**src/common/scrc_pkg.sv**
```systemverilog
// constants, states and bus carriers for the slow clock select and rc calibration block
package scrc_pkg;

   // clock rate and the two timed intervals
   localparam int unsigned CLK_PERIOD_NS  = 50;
   localparam int unsigned CAL_TIME_MS    = 2;
   localparam int unsigned CAL_CYCLES     = (CAL_TIME_MS * 1000000) / CLK_PERIOD_NS;
   localparam int unsigned ABORT_TIME_US  = 130;
   localparam int unsigned ABORT_CYCLES   = (ABORT_TIME_US * 1000) / CLK_PERIOD_NS;
   localparam int unsigned TMR_W          = 16;

   // register map: printed offset is an index, byte address is four times it
   localparam int unsigned ADDR_W         = 12;
   localparam logic [7:0]  CC_INDEX       = 8'hC6;
   localparam logic [11:0] CC_ADDR        = {2'h0, CC_INDEX, 2'h0};
   localparam logic [11:0] PWR_ADDR       = 12'h31C;
   localparam logic [11:0] STAT_ADDR      = 12'h320;

   // clock_control fields and reset value
   localparam int unsigned CC_SLOW_SEL    = 7;
   localparam int unsigned CC_SYS_SEL     = 6;
   localparam int unsigned CC_TICK_LSB    = 3;
   localparam int unsigned CC_SPD_LSB     = 0;
   localparam logic [7:0]  CC_RESET       = 8'hC9;
   localparam logic [1:0]  PWR_RESET      = 2'h0;

   // power modes and calibration divide ratios
   localparam logic [1:0]  PM_LIGHT       = 2'h0;
   localparam logic [1:0]  PM_DEEP_LOST   = 2'h2;
   localparam logic [10:0] DIV_XTAL_26M   = 11'h2EE;
   localparam logic [10:0] DIV_XTAL_48M   = 11'h5DC;

   // status register bit positions
   localparam int unsigned ST_ON_XTAL     = 0;
   localparam int unsigned ST_CAL_RUN     = 1;
   localparam int unsigned ST_FIRST_DONE  = 2;
   localparam int unsigned ST_PENDING     = 3;
   localparam int unsigned ST_ABORTING    = 4;
   localparam int unsigned ST_XTAL_STB    = 5;
   localparam int unsigned ST_RC_STB      = 6;

   typedef enum logic [6:0] {
      ST_RC      = 7'b0000001,
      ST_GO_XTAL = 7'b0000010,
      ST_XTAL    = 7'b0000100,
      ST_CAL     = 7'b0001000,
      ST_ABORT   = 7'b0010000,
      ST_GO_RC   = 7'b0100000,
      ST_SLEEP   = 7'b1000000
   } scrc_state_type;

   typedef struct packed {
      logic              psel;
      logic              penable;
      logic              pwrite;
      logic [ADDR_W-1:0] paddr;
      logic [31:0]       pwdata;
   } scrc_apb_req_type;

   typedef struct packed {
      logic [31:0] prdata;
      logic        pready;
      logic        pslverr;
   } scrc_apb_rsp_type;

endpackage

```
**src/hdl/scrc_clock_ctrl.sv**
```systemverilog
// slow clock source select, system clock source sequencing and rc calibration control
//
// How it works
// software keeps crystal as system clock for radio
// forward error correction needs undivided system clock
// clock divider setting caps radio data rate
// calibrated rc runs at crystal over 750/1500
// calibrate only with rc running, crystal stable
// slow crystal and rc never run together
// reset enables rc and selects it
// software changes slow select only on fast rc
// selecting crystal with rc source starts calibration
// calibration repeats while on crystal and active
// one calibration pass takes about 2 ms
// later calibrations abort on switch or sleep
// first calibration finishes before request acts
// later requests act about 130 us after issue
// software requests only once during first calibration
// software spaces later requests 130 us apart
// bit 7 selects slow source, resets 1
// slow select returns to 1 after deepest modes
// bit 6 selects system source, resets 1
// software keeps tick setting not above divider
// keep source until new fast source stable
// flag marks first calibration done since selection
`timescale 1ns/1ps
module scrc_clock_ctrl #(
   parameter int unsigned CAL_CYCLES_P = scrc_pkg::CAL_CYCLES,
   parameter bit          XTAL_48M     = 1'b0
) (
   input  wire logic                     ref_clk,
   input  wire logic                     rst,
   input  wire logic                     ce,
   input  wire scrc_pkg::scrc_apb_req_type apb_req,
   output scrc_pkg::scrc_apb_rsp_type    apb_rsp,
   input  wire logic                     fast_crystal_stable,
   input  wire logic                     fast_rc_stable,
   input  wire logic                     wake_event,
   output logic                          sys_clk_on_crystal,
   output logic                          fast_crystal_en,
   output logic                          fast_rc_en,
   output logic                          slow_crystal_en,
   output logic                          slow_rc_en,
   output logic                          rc_cal_run,
   output logic [10:0]                   rc_cal_divisor,
   output logic [1:0]                    power_mode,
   output logic [2:0]                    system_clock_divider,
   output logic [2:0]                    timer_tick_divider
);

   ////////////////////////////////////////////////////////////////////////////////////////////////////
   // declarations

   scrc_pkg::scrc_state_type state_r;
   scrc_pkg::scrc_state_type state_nxt;
   logic [7:0]               cc_r;
   logic [7:0]               cc_nxt;
   logic [1:0]               pwr_req_r;
   logic [1:0]               sleep_mode_r;
   logic                     sys_xtal_r;
   logic                     first_done_r;
   logic [31:0]              prdata_r;
   logic                     acc_phase;
   logic                     wr_cc;
   logic                     wr_pwr;
   logic                     pend_deep;
   logic                     pend_switch;
   logic                     pend_any;
   logic                     wake_lost;
   logic                     cal_start;
   logic                     cal_clear;
   logic                     cal_done;
   logic                     cal_busy;
   logic                     abort_start;
   logic                     abort_done;
   logic                     abort_busy;

   // known register addresses, used only by the error decode; read data compares each address itself
   function automatic logic reg_known(input logic [scrc_pkg::ADDR_W-1:0] addr);
      reg_known = (addr == scrc_pkg::CC_ADDR) || (addr == scrc_pkg::PWR_ADDR) || (addr == scrc_pkg::STAT_ADDR);
   endfunction

   // where a deferred or delayed request finally lands
   function automatic scrc_pkg::scrc_state_type act_target(input logic deep);
      act_target = deep ? scrc_pkg::ST_SLEEP : scrc_pkg::ST_GO_RC;
   endfunction

   ////////////////////////////////////////////////////////////////////////////////////////////////////
   // apb slave: zero wait states while ce is high, the access phase edge commits writes

   assign acc_phase = apb_req.psel && apb_req.penable;
   assign wr_cc     = ce && acc_phase && apb_req.pwrite && (apb_req.paddr == scrc_pkg::CC_ADDR);
   assign wr_pwr    = ce && acc_phase && apb_req.pwrite && (apb_req.paddr == scrc_pkg::PWR_ADDR);

   // read data is captured in the setup cycle so it comes from a flop
   always_ff @(posedge ref_clk) begin
      if (rst) begin
         prdata_r <= 32'h00000000;
      end else if (ce && apb_req.psel && !apb_req.penable) begin
         prdata_r <= 32'h00000000;
         if (apb_req.paddr == scrc_pkg::CC_ADDR) begin
            prdata_r[7:0] <= {cc_r[7], ~sys_xtal_r, cc_r[5:0]};
         end else if (apb_req.paddr == scrc_pkg::PWR_ADDR) begin
            prdata_r[1:0] <= pwr_req_r;
         end else if (apb_req.paddr == scrc_pkg::STAT_ADDR) begin
            prdata_r[scrc_pkg::ST_ON_XTAL]    <= sys_xtal_r;
            prdata_r[scrc_pkg::ST_CAL_RUN]    <= rc_cal_run;
            prdata_r[scrc_pkg::ST_FIRST_DONE] <= first_done_r;
            prdata_r[scrc_pkg::ST_PENDING]    <= pend_any;
            prdata_r[scrc_pkg::ST_ABORTING]   <= (state_r == scrc_pkg::ST_ABORT);
            prdata_r[scrc_pkg::ST_XTAL_STB]   <= fast_crystal_stable;
            prdata_r[scrc_pkg::ST_RC_STB]     <= fast_rc_stable;
         end
      end
   end

   // a frozen block stalls the bus instead of dropping the access
   assign apb_rsp.prdata  = prdata_r;
   assign apb_rsp.pready  = ce;
   assign apb_rsp.pslverr = acc_phase && !reg_known(apb_req.paddr);

   ////////////////////////////////////////////////////////////////////////////////////////////////////
   // clock_control register

   assign wake_lost = (state_r == scrc_pkg::ST_SLEEP) && wake_event && (sleep_mode_r >= scrc_pkg::PM_DEEP_LOST);

   // writes are ignored asleep, the cpu is not running then anyway
   always_comb begin
      cc_nxt = cc_r;
      if (wr_cc && state_r != scrc_pkg::ST_SLEEP) begin
         cc_nxt = apb_req.pwdata[7:0];
      end
      if (wake_lost) begin
         cc_nxt[scrc_pkg::CC_SLOW_SEL] = 1'b1;
      end
   end

   always_ff @(posedge ref_clk) begin
      if (rst) begin
         cc_r <= scrc_pkg::CC_RESET;
      end else if (ce) begin
         cc_r <= cc_nxt;
      end
   end

   // deep request register; a new write wins over the clear on entry
   always_ff @(posedge ref_clk) begin
      if (rst) begin
         pwr_req_r <= scrc_pkg::PWR_RESET;
      end else if (ce) begin
         if (wr_pwr) begin
            pwr_req_r <= apb_req.pwdata[1:0];
         end else if (state_nxt == scrc_pkg::ST_SLEEP && state_r != scrc_pkg::ST_SLEEP) begin
            pwr_req_r <= scrc_pkg::PM_LIGHT;
         end
      end
   end

   assign pend_deep   = (pwr_req_r != scrc_pkg::PM_LIGHT);
   assign pend_switch = cc_r[scrc_pkg::CC_SYS_SEL];
   assign pend_any    = pend_deep || pend_switch;

   ////////////////////////////////////////////////////////////////////////////////////////////////////
   // source sequencing state machine

   always_comb begin
      state_nxt   = state_r;
      cal_start   = 1'b0;
      cal_clear   = 1'b0;
      abort_start = 1'b0;
      case (state_r)
         scrc_pkg::ST_RC: begin
            if (pend_deep) begin
               state_nxt = scrc_pkg::ST_SLEEP;
            end else if (!pend_switch) begin
               state_nxt = scrc_pkg::ST_GO_XTAL;
            end
         end
         scrc_pkg::ST_GO_XTAL: begin
            if (fast_crystal_stable) begin
               if (cc_r[scrc_pkg::CC_SLOW_SEL]) begin
                  state_nxt = scrc_pkg::ST_CAL;
                  cal_start = 1'b1;
               end else begin
                  state_nxt = scrc_pkg::ST_XTAL;
               end
            end
         end
         scrc_pkg::ST_XTAL: begin
            if (pend_any) begin
               state_nxt = act_target(pend_deep);
            end
         end
         scrc_pkg::ST_CAL: begin
            if (!cc_r[scrc_pkg::CC_SLOW_SEL]) begin
               state_nxt = scrc_pkg::ST_XTAL;
               cal_clear = 1'b1;
            end else if (pend_any && first_done_r) begin
               state_nxt   = scrc_pkg::ST_ABORT;
               abort_start = 1'b1;
            end else if (cal_done) begin
               if (pend_any) begin
                  state_nxt = act_target(pend_deep);
               end else begin
                  cal_start = 1'b1;
               end
            end
         end
         scrc_pkg::ST_ABORT: begin
            if (abort_done) begin
               cal_clear = 1'b1;
               state_nxt = act_target(pend_deep);
            end
         end
         scrc_pkg::ST_GO_RC: begin
            if (fast_rc_stable) begin
               state_nxt = scrc_pkg::ST_RC;
            end
         end
         scrc_pkg::ST_SLEEP: begin
            if (wake_event && cc_r[scrc_pkg::CC_SYS_SEL]) begin
               // a crystal kept through sleep hands back through the stability wait
               state_nxt = sys_xtal_r ? scrc_pkg::ST_GO_RC : scrc_pkg::ST_RC;
            end else if (wake_event) begin
               state_nxt = scrc_pkg::ST_GO_XTAL;
            end
         end
         default: begin
            state_nxt = scrc_pkg::ST_RC;
         end
      endcase
   end

   always_ff @(posedge ref_clk) begin
      if (rst) begin
         state_r <= scrc_pkg::ST_RC;
      end else if (ce) begin
         state_r <= state_nxt;
      end
   end

   // actual system source flips only once the new source is stable
   always_ff @(posedge ref_clk) begin
      if (rst) begin
         sys_xtal_r <= 1'b0;
      end else if (ce) begin
         if (state_r == scrc_pkg::ST_GO_XTAL && fast_crystal_stable) begin
            sys_xtal_r <= 1'b1;
         end else if (state_r == scrc_pkg::ST_GO_RC && fast_rc_stable) begin
            sys_xtal_r <= 1'b0;
         end
      end
   end

   // first pass flag picks deferral over abort
   always_ff @(posedge ref_clk) begin
      if (rst) begin
         first_done_r <= 1'b0;
      end else if (ce) begin
         if (state_r == scrc_pkg::ST_GO_XTAL) begin
            first_done_r <= 1'b0;
         end else if (state_r == scrc_pkg::ST_CAL && cal_done) begin
            first_done_r <= 1'b1;
         end
      end
   end

   // mode entered is kept for the wake decision
   always_ff @(posedge ref_clk) begin
      if (rst) begin
         sleep_mode_r <= scrc_pkg::PM_LIGHT;
      end else if (ce && state_nxt == scrc_pkg::ST_SLEEP && state_r != scrc_pkg::ST_SLEEP) begin
         sleep_mode_r <= pwr_req_r;
      end
   end

   ////////////////////////////////////////////////////////////////////////////////////////////////////
   // interval timers; the calibration one only counts while calibration can really run

   scrc_cycle_timer #(.WIDTH(scrc_pkg::TMR_W)) u_cal_timer (
      .ref_clk    (ref_clk),
      .rst        (rst),
      .ce         (ce),
      .start      (cal_start),
      .clear      (cal_clear),
      .run        (rc_cal_run),
      .load_value (scrc_pkg::TMR_W'(CAL_CYCLES_P)),
      .busy       (cal_busy),
      .done       (cal_done)
   );

   scrc_cycle_timer #(.WIDTH(scrc_pkg::TMR_W)) u_abort_timer (
      .ref_clk    (ref_clk),
      .rst        (rst),
      .ce         (ce),
      .start      (abort_start),
      .clear      (1'b0),
      .run        (state_r == scrc_pkg::ST_ABORT),
      .load_value (scrc_pkg::TMR_W'(scrc_pkg::ABORT_CYCLES)),
      .busy       (abort_busy),
      .done       (abort_done)
   );

   ////////////////////////////////////////////////////////////////////////////////////////////////////
   // outputs toward the oscillators and clock tree

   assign rc_cal_run = cal_busy && sys_xtal_r && fast_crystal_stable && slow_rc_en
                       && (state_r == scrc_pkg::ST_CAL || state_r == scrc_pkg::ST_ABORT);
   assign rc_cal_divisor       = XTAL_48M ? scrc_pkg::DIV_XTAL_48M : scrc_pkg::DIV_XTAL_26M;
   assign slow_rc_en           = cc_r[scrc_pkg::CC_SLOW_SEL];
   assign slow_crystal_en      = !cc_r[scrc_pkg::CC_SLOW_SEL];
   assign sys_clk_on_crystal   = sys_xtal_r;
   assign fast_crystal_en      = sys_xtal_r || !cc_r[scrc_pkg::CC_SYS_SEL];
   assign fast_rc_en           = !sys_xtal_r || cc_r[scrc_pkg::CC_SYS_SEL];
   assign power_mode           = (state_r == scrc_pkg::ST_SLEEP) ? sleep_mode_r : scrc_pkg::PM_LIGHT;
   assign system_clock_divider = cc_r[scrc_pkg::CC_SPD_LSB +: 3];
   assign timer_tick_divider   = cc_r[scrc_pkg::CC_TICK_LSB +: 3];

   ////////////////////////////////////////////////////////////////////////////////////////////////////
   // checks

   logic [scrc_pkg::TMR_W-1:0] cal_age_r;
   logic [scrc_pkg::TMR_W-1:0] abort_age_r;

   // cycles of real calibration and of abort wait since each started
   always_ff @(posedge ref_clk) begin
      if (rst || cal_start) begin
         cal_age_r <= '0;
      end else if (ce && rc_cal_run) begin
         cal_age_r <= cal_age_r + 1'b1;
      end
   end

   always_ff @(posedge ref_clk) begin
      if (rst || abort_start) begin
         abort_age_r <= '0;
      end else if (ce && state_r == scrc_pkg::ST_ABORT) begin
         abort_age_r <= abort_age_r + 1'b1;
      end
   end
endmodule // scrc_clock_ctrl

```
**src/hdl/scrc_cycle_timer.sv**
```systemverilog
// loadable down counter that measures calibration and abort intervals
`timescale 1ns/1ps
module scrc_cycle_timer #(
   parameter int unsigned WIDTH = 16
) (
   input  wire logic             ref_clk,
   input  wire logic             rst,
   input  wire logic             ce,
   input  wire logic             start,
   input  wire logic             clear,
   input  wire logic             run,
   input  wire logic [WIDTH-1:0] load_value,
   output logic                  busy,
   output logic                  done
);

   logic [WIDTH-1:0] count_r;

   // clear beats start so an abort never leaves a stale count behind
   always_ff @(posedge ref_clk) begin
      if (rst) begin
         count_r <= '0;
      end else if (ce) begin
         if (clear) begin
            count_r <= '0;
         end else if (start) begin
            count_r <= load_value;
         end else if (run && count_r != '0) begin
            count_r <= count_r - 1'b1;
         end
      end
   end

   // done pulses in the last counted cycle; it must not look at start, since the owner
   // raises start from done to restart and would otherwise close a combinational loop
   assign busy = (count_r != '0);
   assign done = ce && run && !clear && (count_r == {{(WIDTH-1){1'b0}}, 1'b1});

endmodule // scrc_cycle_timer

```
**config.mk**
```make
export PLATFORM = sky130hd
export DESIGN_NAME = scrc_clock_ctrl
export DESIGN_NICKNAME = d
export VERILOG_FILES = /design/src/common/scrc_pkg.sv /design/src/hdl/scrc_clock_ctrl.sv /design/src/hdl/scrc_cycle_timer.sv
export SDC_FILE = /design/constraint.sdc
export NUM_CORES = 1
export LEC_CHECK = 0
export BUFFER_PORTS_ARGS = -buffer_cell sky130_fd_sc_hd__buf_2
export CORE_AREA = 2 2 92 94
export DETAILED_ROUTE_END_ITERATION = 10
export DIE_AREA = 0 0 94 96
export PLACE_DENSITY_LB_ADDON = 0.12
export SYNTH_ARGS = -nofsm -noshare
export SYNTH_HDL_FRONTEND = slang
export SYNTH_SLANG_ARGS = --single-unit
```
**constraint.sdc**
```tcl
create_clock -name ref_clk -period 3.6 [get_ports ref_clk]
set_clock_uncertainty 0.15 [all_clocks]
set_input_delay 0.36 -clock ref_clk [delete_from_list [all_inputs] [get_ports ref_clk]]
set_output_delay 0.36 -clock ref_clk [all_outputs]
set_load 0.02 [all_outputs]
```
==> results.env <==
OUTCOME='finished clean'
SYNTH.TOP_CELL.AREA_SHARE_PCT=30.71
PORTBUFFERS=52
CORE_REGION_AREA_UM2=8051
CRIT_REQUIRED_PS=3670
CLOCK_INSERTION_DELAY_AT_THE_LATER_PIN_OF_THE_SKEW_REPORT_PS=350
TRITONCTS='built'
FINAL.PERIOD_UTILIZATION_PCT=82.33
POWER_LEAKAGE_nW=1.842
SHARE_SEQ_OF_TOTAL_POWER_PCT=46.7
VIAS_PER_CELL=5.765
WORST_PIN_SLEW_PS=881.6
SETUP_VIOL_COUNT_FINAL=0
DETAILED_PLACE.AREA_UM2=4131
TIMING.FINAL.HOLD_VIOLATIONS=0
CTS-ROOT-BUF='clkbuf_8'
SYNTHTOPCELLSBYCOUNT='dfxtp_1, nor2_1, buf_4, nand2_1, a21oi_1'
INTPOWER_W=0.001062
DRC_VIOLS=0
CTS_POST_SETUP_BUFFERS_INSERTED=0
SYNTH_FLOP_CELL='dfxtp_1'
SYNTHARSTFLOPSHARE_PCT=0
MAX_FREQ_MHz=337.4
SEQ_AREA_FRAC_SYNTH_PCT=30.71
GRT_USE_TOTAL_PCT=22.99
TOTAL_AREA_OF_MULTI_INPUT_COMBINATIONAL_CELLS_UM2=2399
DETAIL_ROUTE.WL_PER_CELL_UM=15.55
CTS.PATH.MAX_BUFFERS=2
POST_SYNTH_NUM_CELL_TYPES=66
CRITPATHARRIVALTIME_PS=3030
FINAL.SETUP.TNS_PS=0
ROWS=33
VIA_COUNT_OF_THE_FIRST_GLOBAL_ROUTING_PASS=3379
GRT_START_MAX_NET_PINS=33
RSZ0062_AT_GRT='false'
DIE_AREA_UM2=9024
ROUTED-VIA-COUNT=3759
PROPORTION_OF_LAYOUT_CELLS_WITH_A_DRIVE_SUFFIX_ABOVE_1_PCT=16.27
START_UTIL_PCT=49.39
SLEW_HEADROOM_PCT=41.01
POST-SYNTH-TOP-COUNT-CELL='dfxtp_1'
ROUTE.ANTENNA.REMAINING_NETS=0
CLOCK_POWER_SHARE_PCT=41.7
SEQUENTIAL_CELL_AREA_UM2=1221
SYNTH.AREA.TOP_CELLS='dfxtp_1, buf_4, nor2_1'
SETUP.WORST_PATH.CLASS='reg -> reg'
ANTENNA_CELLS=0
FINALWORSTPATHREQUIREDPERIOD_PS=2964
POWER_PER_CELL_AREA_nW_PER_UM2=348.3
DIEHEIGHT_UM=96
FLOW.AREA_GROWTH_FROM_SYNTHESIS_PCT=8.905
SYN_AREA_UM2=3976
NNETSFINAL=601
SYNTH.AVG_CELL_AREA_UM2=7.874
YOSYSWARNINGS=0
TIMING.CRITICAL_PATH.FANOUT_MAX=7
SYNTH_ENABLE_FLOP_CELLS=0
FILLERS=814
CLK_TRANSITION_REPORTED_PATHS_PS=80
SYNTHCELLS=505
PEAK_SUPPLY_DROP_uV=195.3
POSTSYNTHREGISTERBITS=61
SLEW_VIOLATIONS=0
ANTENNA_FOUND_INITIAL=0
DRT-PASS1-ITER-COUNT=5
POWER_SWITCHING_SHARE_PCT=29.59
POST_CTS_HOLD_BUFFER_COUNT=0
CLK_SINKS=61
DIE_BOUNDARY_WIDTH_UM=94
CTS_MADE_BUFFERS=9
SYNTHDOMINANTAREACELLTYPE='dfxtp_1'
CRITICAL_PATH_END_TYPE='register'
MAX_CAP_VIOLATIONS=0
ROUTED_WIRELENGTH_UM=10140
CRIT_PATH_START_KIND='register'
VIOLATION_COUNT_AFTER_THE_FIRST_DETAILED_ROUTING_ITERATION=149
WIRE_LENGTH_OF_THE_FIRST_GLOBAL_ROUTING_PASS_UM=16440
I_O_PIN_TOTAL=112
MIN-DELAY-PATH-CLASS='in -> reg'
POWER.SWITCHING_W=0.0004463
CTS_HTREE_LEVELS=3
ROUTABILITYCONGESTION=0.8482
OVERFLOW=0
POSTLAYOUTCELLAREA_UM2=4330
HPWL_UM=7233
PART_OF_THE_POWER_IN_COMBINATIONAL_LOGIC_PCT=11.6
CTS_RESIZED=0
## cells in the final DEF (no fill, tap or decap), types with 7 or more instances in the layout
| cell | count |
|---|---|
| and3_1 | 8 |
| buf_2 | 52 |
| nor2_1 | 53 |
| or3_1 | 12 |
| inv_1 | 18 |
| clkbuf_8 | 9 |
| nand2b_1 | 7 |
| nand4_1 | 9 |
| nand3_1 | 19 |
| buf_4 | 7 |
| nor3_1 | 17 |
| xor2_1 | 15 |
| a21oi_1 | 26 |
| a211oi_1 | 18 |
| o21ai_0 | 16 |
| dfxtp_1 | 61 |
| conb_1 | 35 |
| o31ai_1 | 8 |
| or4_1 | 7 |
| nor4_1 | 17 |
| o211ai_1 | 8 |
| nand2_1 | 28 |
## state kept, by name, indices dropped and copies added (netlist names), 2 cells and up
signal	flops
cc_r	8
prdata_r	8
pwr_req_r	2
sleep_mode_r	2
state_r	7
u_abort_timer.count_r	16
u_cal_timer.count_r	16
## power groups by stage
stage                     registers [W]  logic [W]  clock network, W
final                          0.000704   0.000175          0.000629
after global routing           0.000706   0.000195          0.000676
after CTS                      0.000704   0.000174          0.000645
after detailed placement       0.000720   0.000173                 0
after global placement         0.000719   0.000171                 0
after floorplan                0.000711   0.000163                 0
## layout make-up
| type | count | share of cell area (%) |
|---|---|---|
| Multi-Input combinational cell | 393 | 55.39 |
| Sequential cell | 61 | 28.20 |
| Timing Repair Buffer | 59 | 7.223 |
| Tap cell | 105 | 3.034 |
| Clock buffer | 9 | 2.860 |
| Clock inverter | 7 | 1.734 |
| Inverter | 18 | 1.560 |
## cell families (layout without fill, tap and decap cells)
| group | count (synthesis) | count (layout) | synth area share (%) |
|---|---|---|---|
| adder cells (fa/ha/maj) | 6 | 6 | 1.888 |
| flip-flops | 61 | 61 | 30.71 |
| buffers and inverters | 84 | 93 | 12.24 |
| AND/OR/NAND/NOR | 215 | 215 | 29.86 |
| other | 2 | 35 | 0.1889 |
| multiplexers | 6 | 6 | 1.510 |
| XOR/XNOR | 16 | 16 | 3.524 |
| AO/OA/AOI/OAI | 115 | 115 | 20.08 |
## worst max-delay path: stages, from the launching register on
cell,delay [ps]
dfxtp_1,360
nor4_1,550
nand4_2,330
or4_1,620
and3_1,220
nor4_1,460
o32ai_1,130
## routing by layer
| layer | vias up | wire length (µm) | track usage, % |
|---|---|---|---|
| met4 | 0 | 218 | 10.39 |
| li1 | 1866 | - | - |
| met5 | - | 0 | 0 |
| met1 | 1774 | 4661 | 30.45 |
| met3 | 18 | 455 | 3.211 |
| met2 | 101 | 4802 | 37.32 |
## final timing paths
| path | start | to | slack [ps] | cells after the start |
|---|---|---|---|---|
| worst max register to register | u_cal_timer.count_r[7]$_SDFFE_PP0P_ | pwr_req_r[1]$_SDFFE_PP0P_ | 640 | 6 |
| worst max-delay path | u_cal_timer.count_r[7]$_SDFFE_PP0P_ | pwr_req_r[1]$_SDFFE_PP0P_ | 640 | 6 |
| worst min-delay path | apb_req[3] | cc_r[3]$_SDFFE_PP1P_ | 70 | 3 |
| worst min register to register | u_cal_timer.count_r[1]$_SDFFE_PP0P_ | u_cal_timer.count_r[1]$_SDFFE_PP0P_ | 330 | 2 |
## metrics by stage
step	setup WS [ps]	cells	power (W)	utilization, %	hold WS [ps]
2_1_floorplan	1035	538	0.0008735	-	289.5
3_3_place_gp	723.8	636	0.0008905	51.31	310.0
3_5_place_dp	653.0	636	0.0008929	51.31	316.0
4_1_cts	649.1	652	0.001522	53.78	61.30
5_1_grt	392.4	652	0.001577	53.78	73.38
6_report	636.3	652	0.001508	53.78	71.24
No activity file was read; power rests on OpenSTA's default activity.
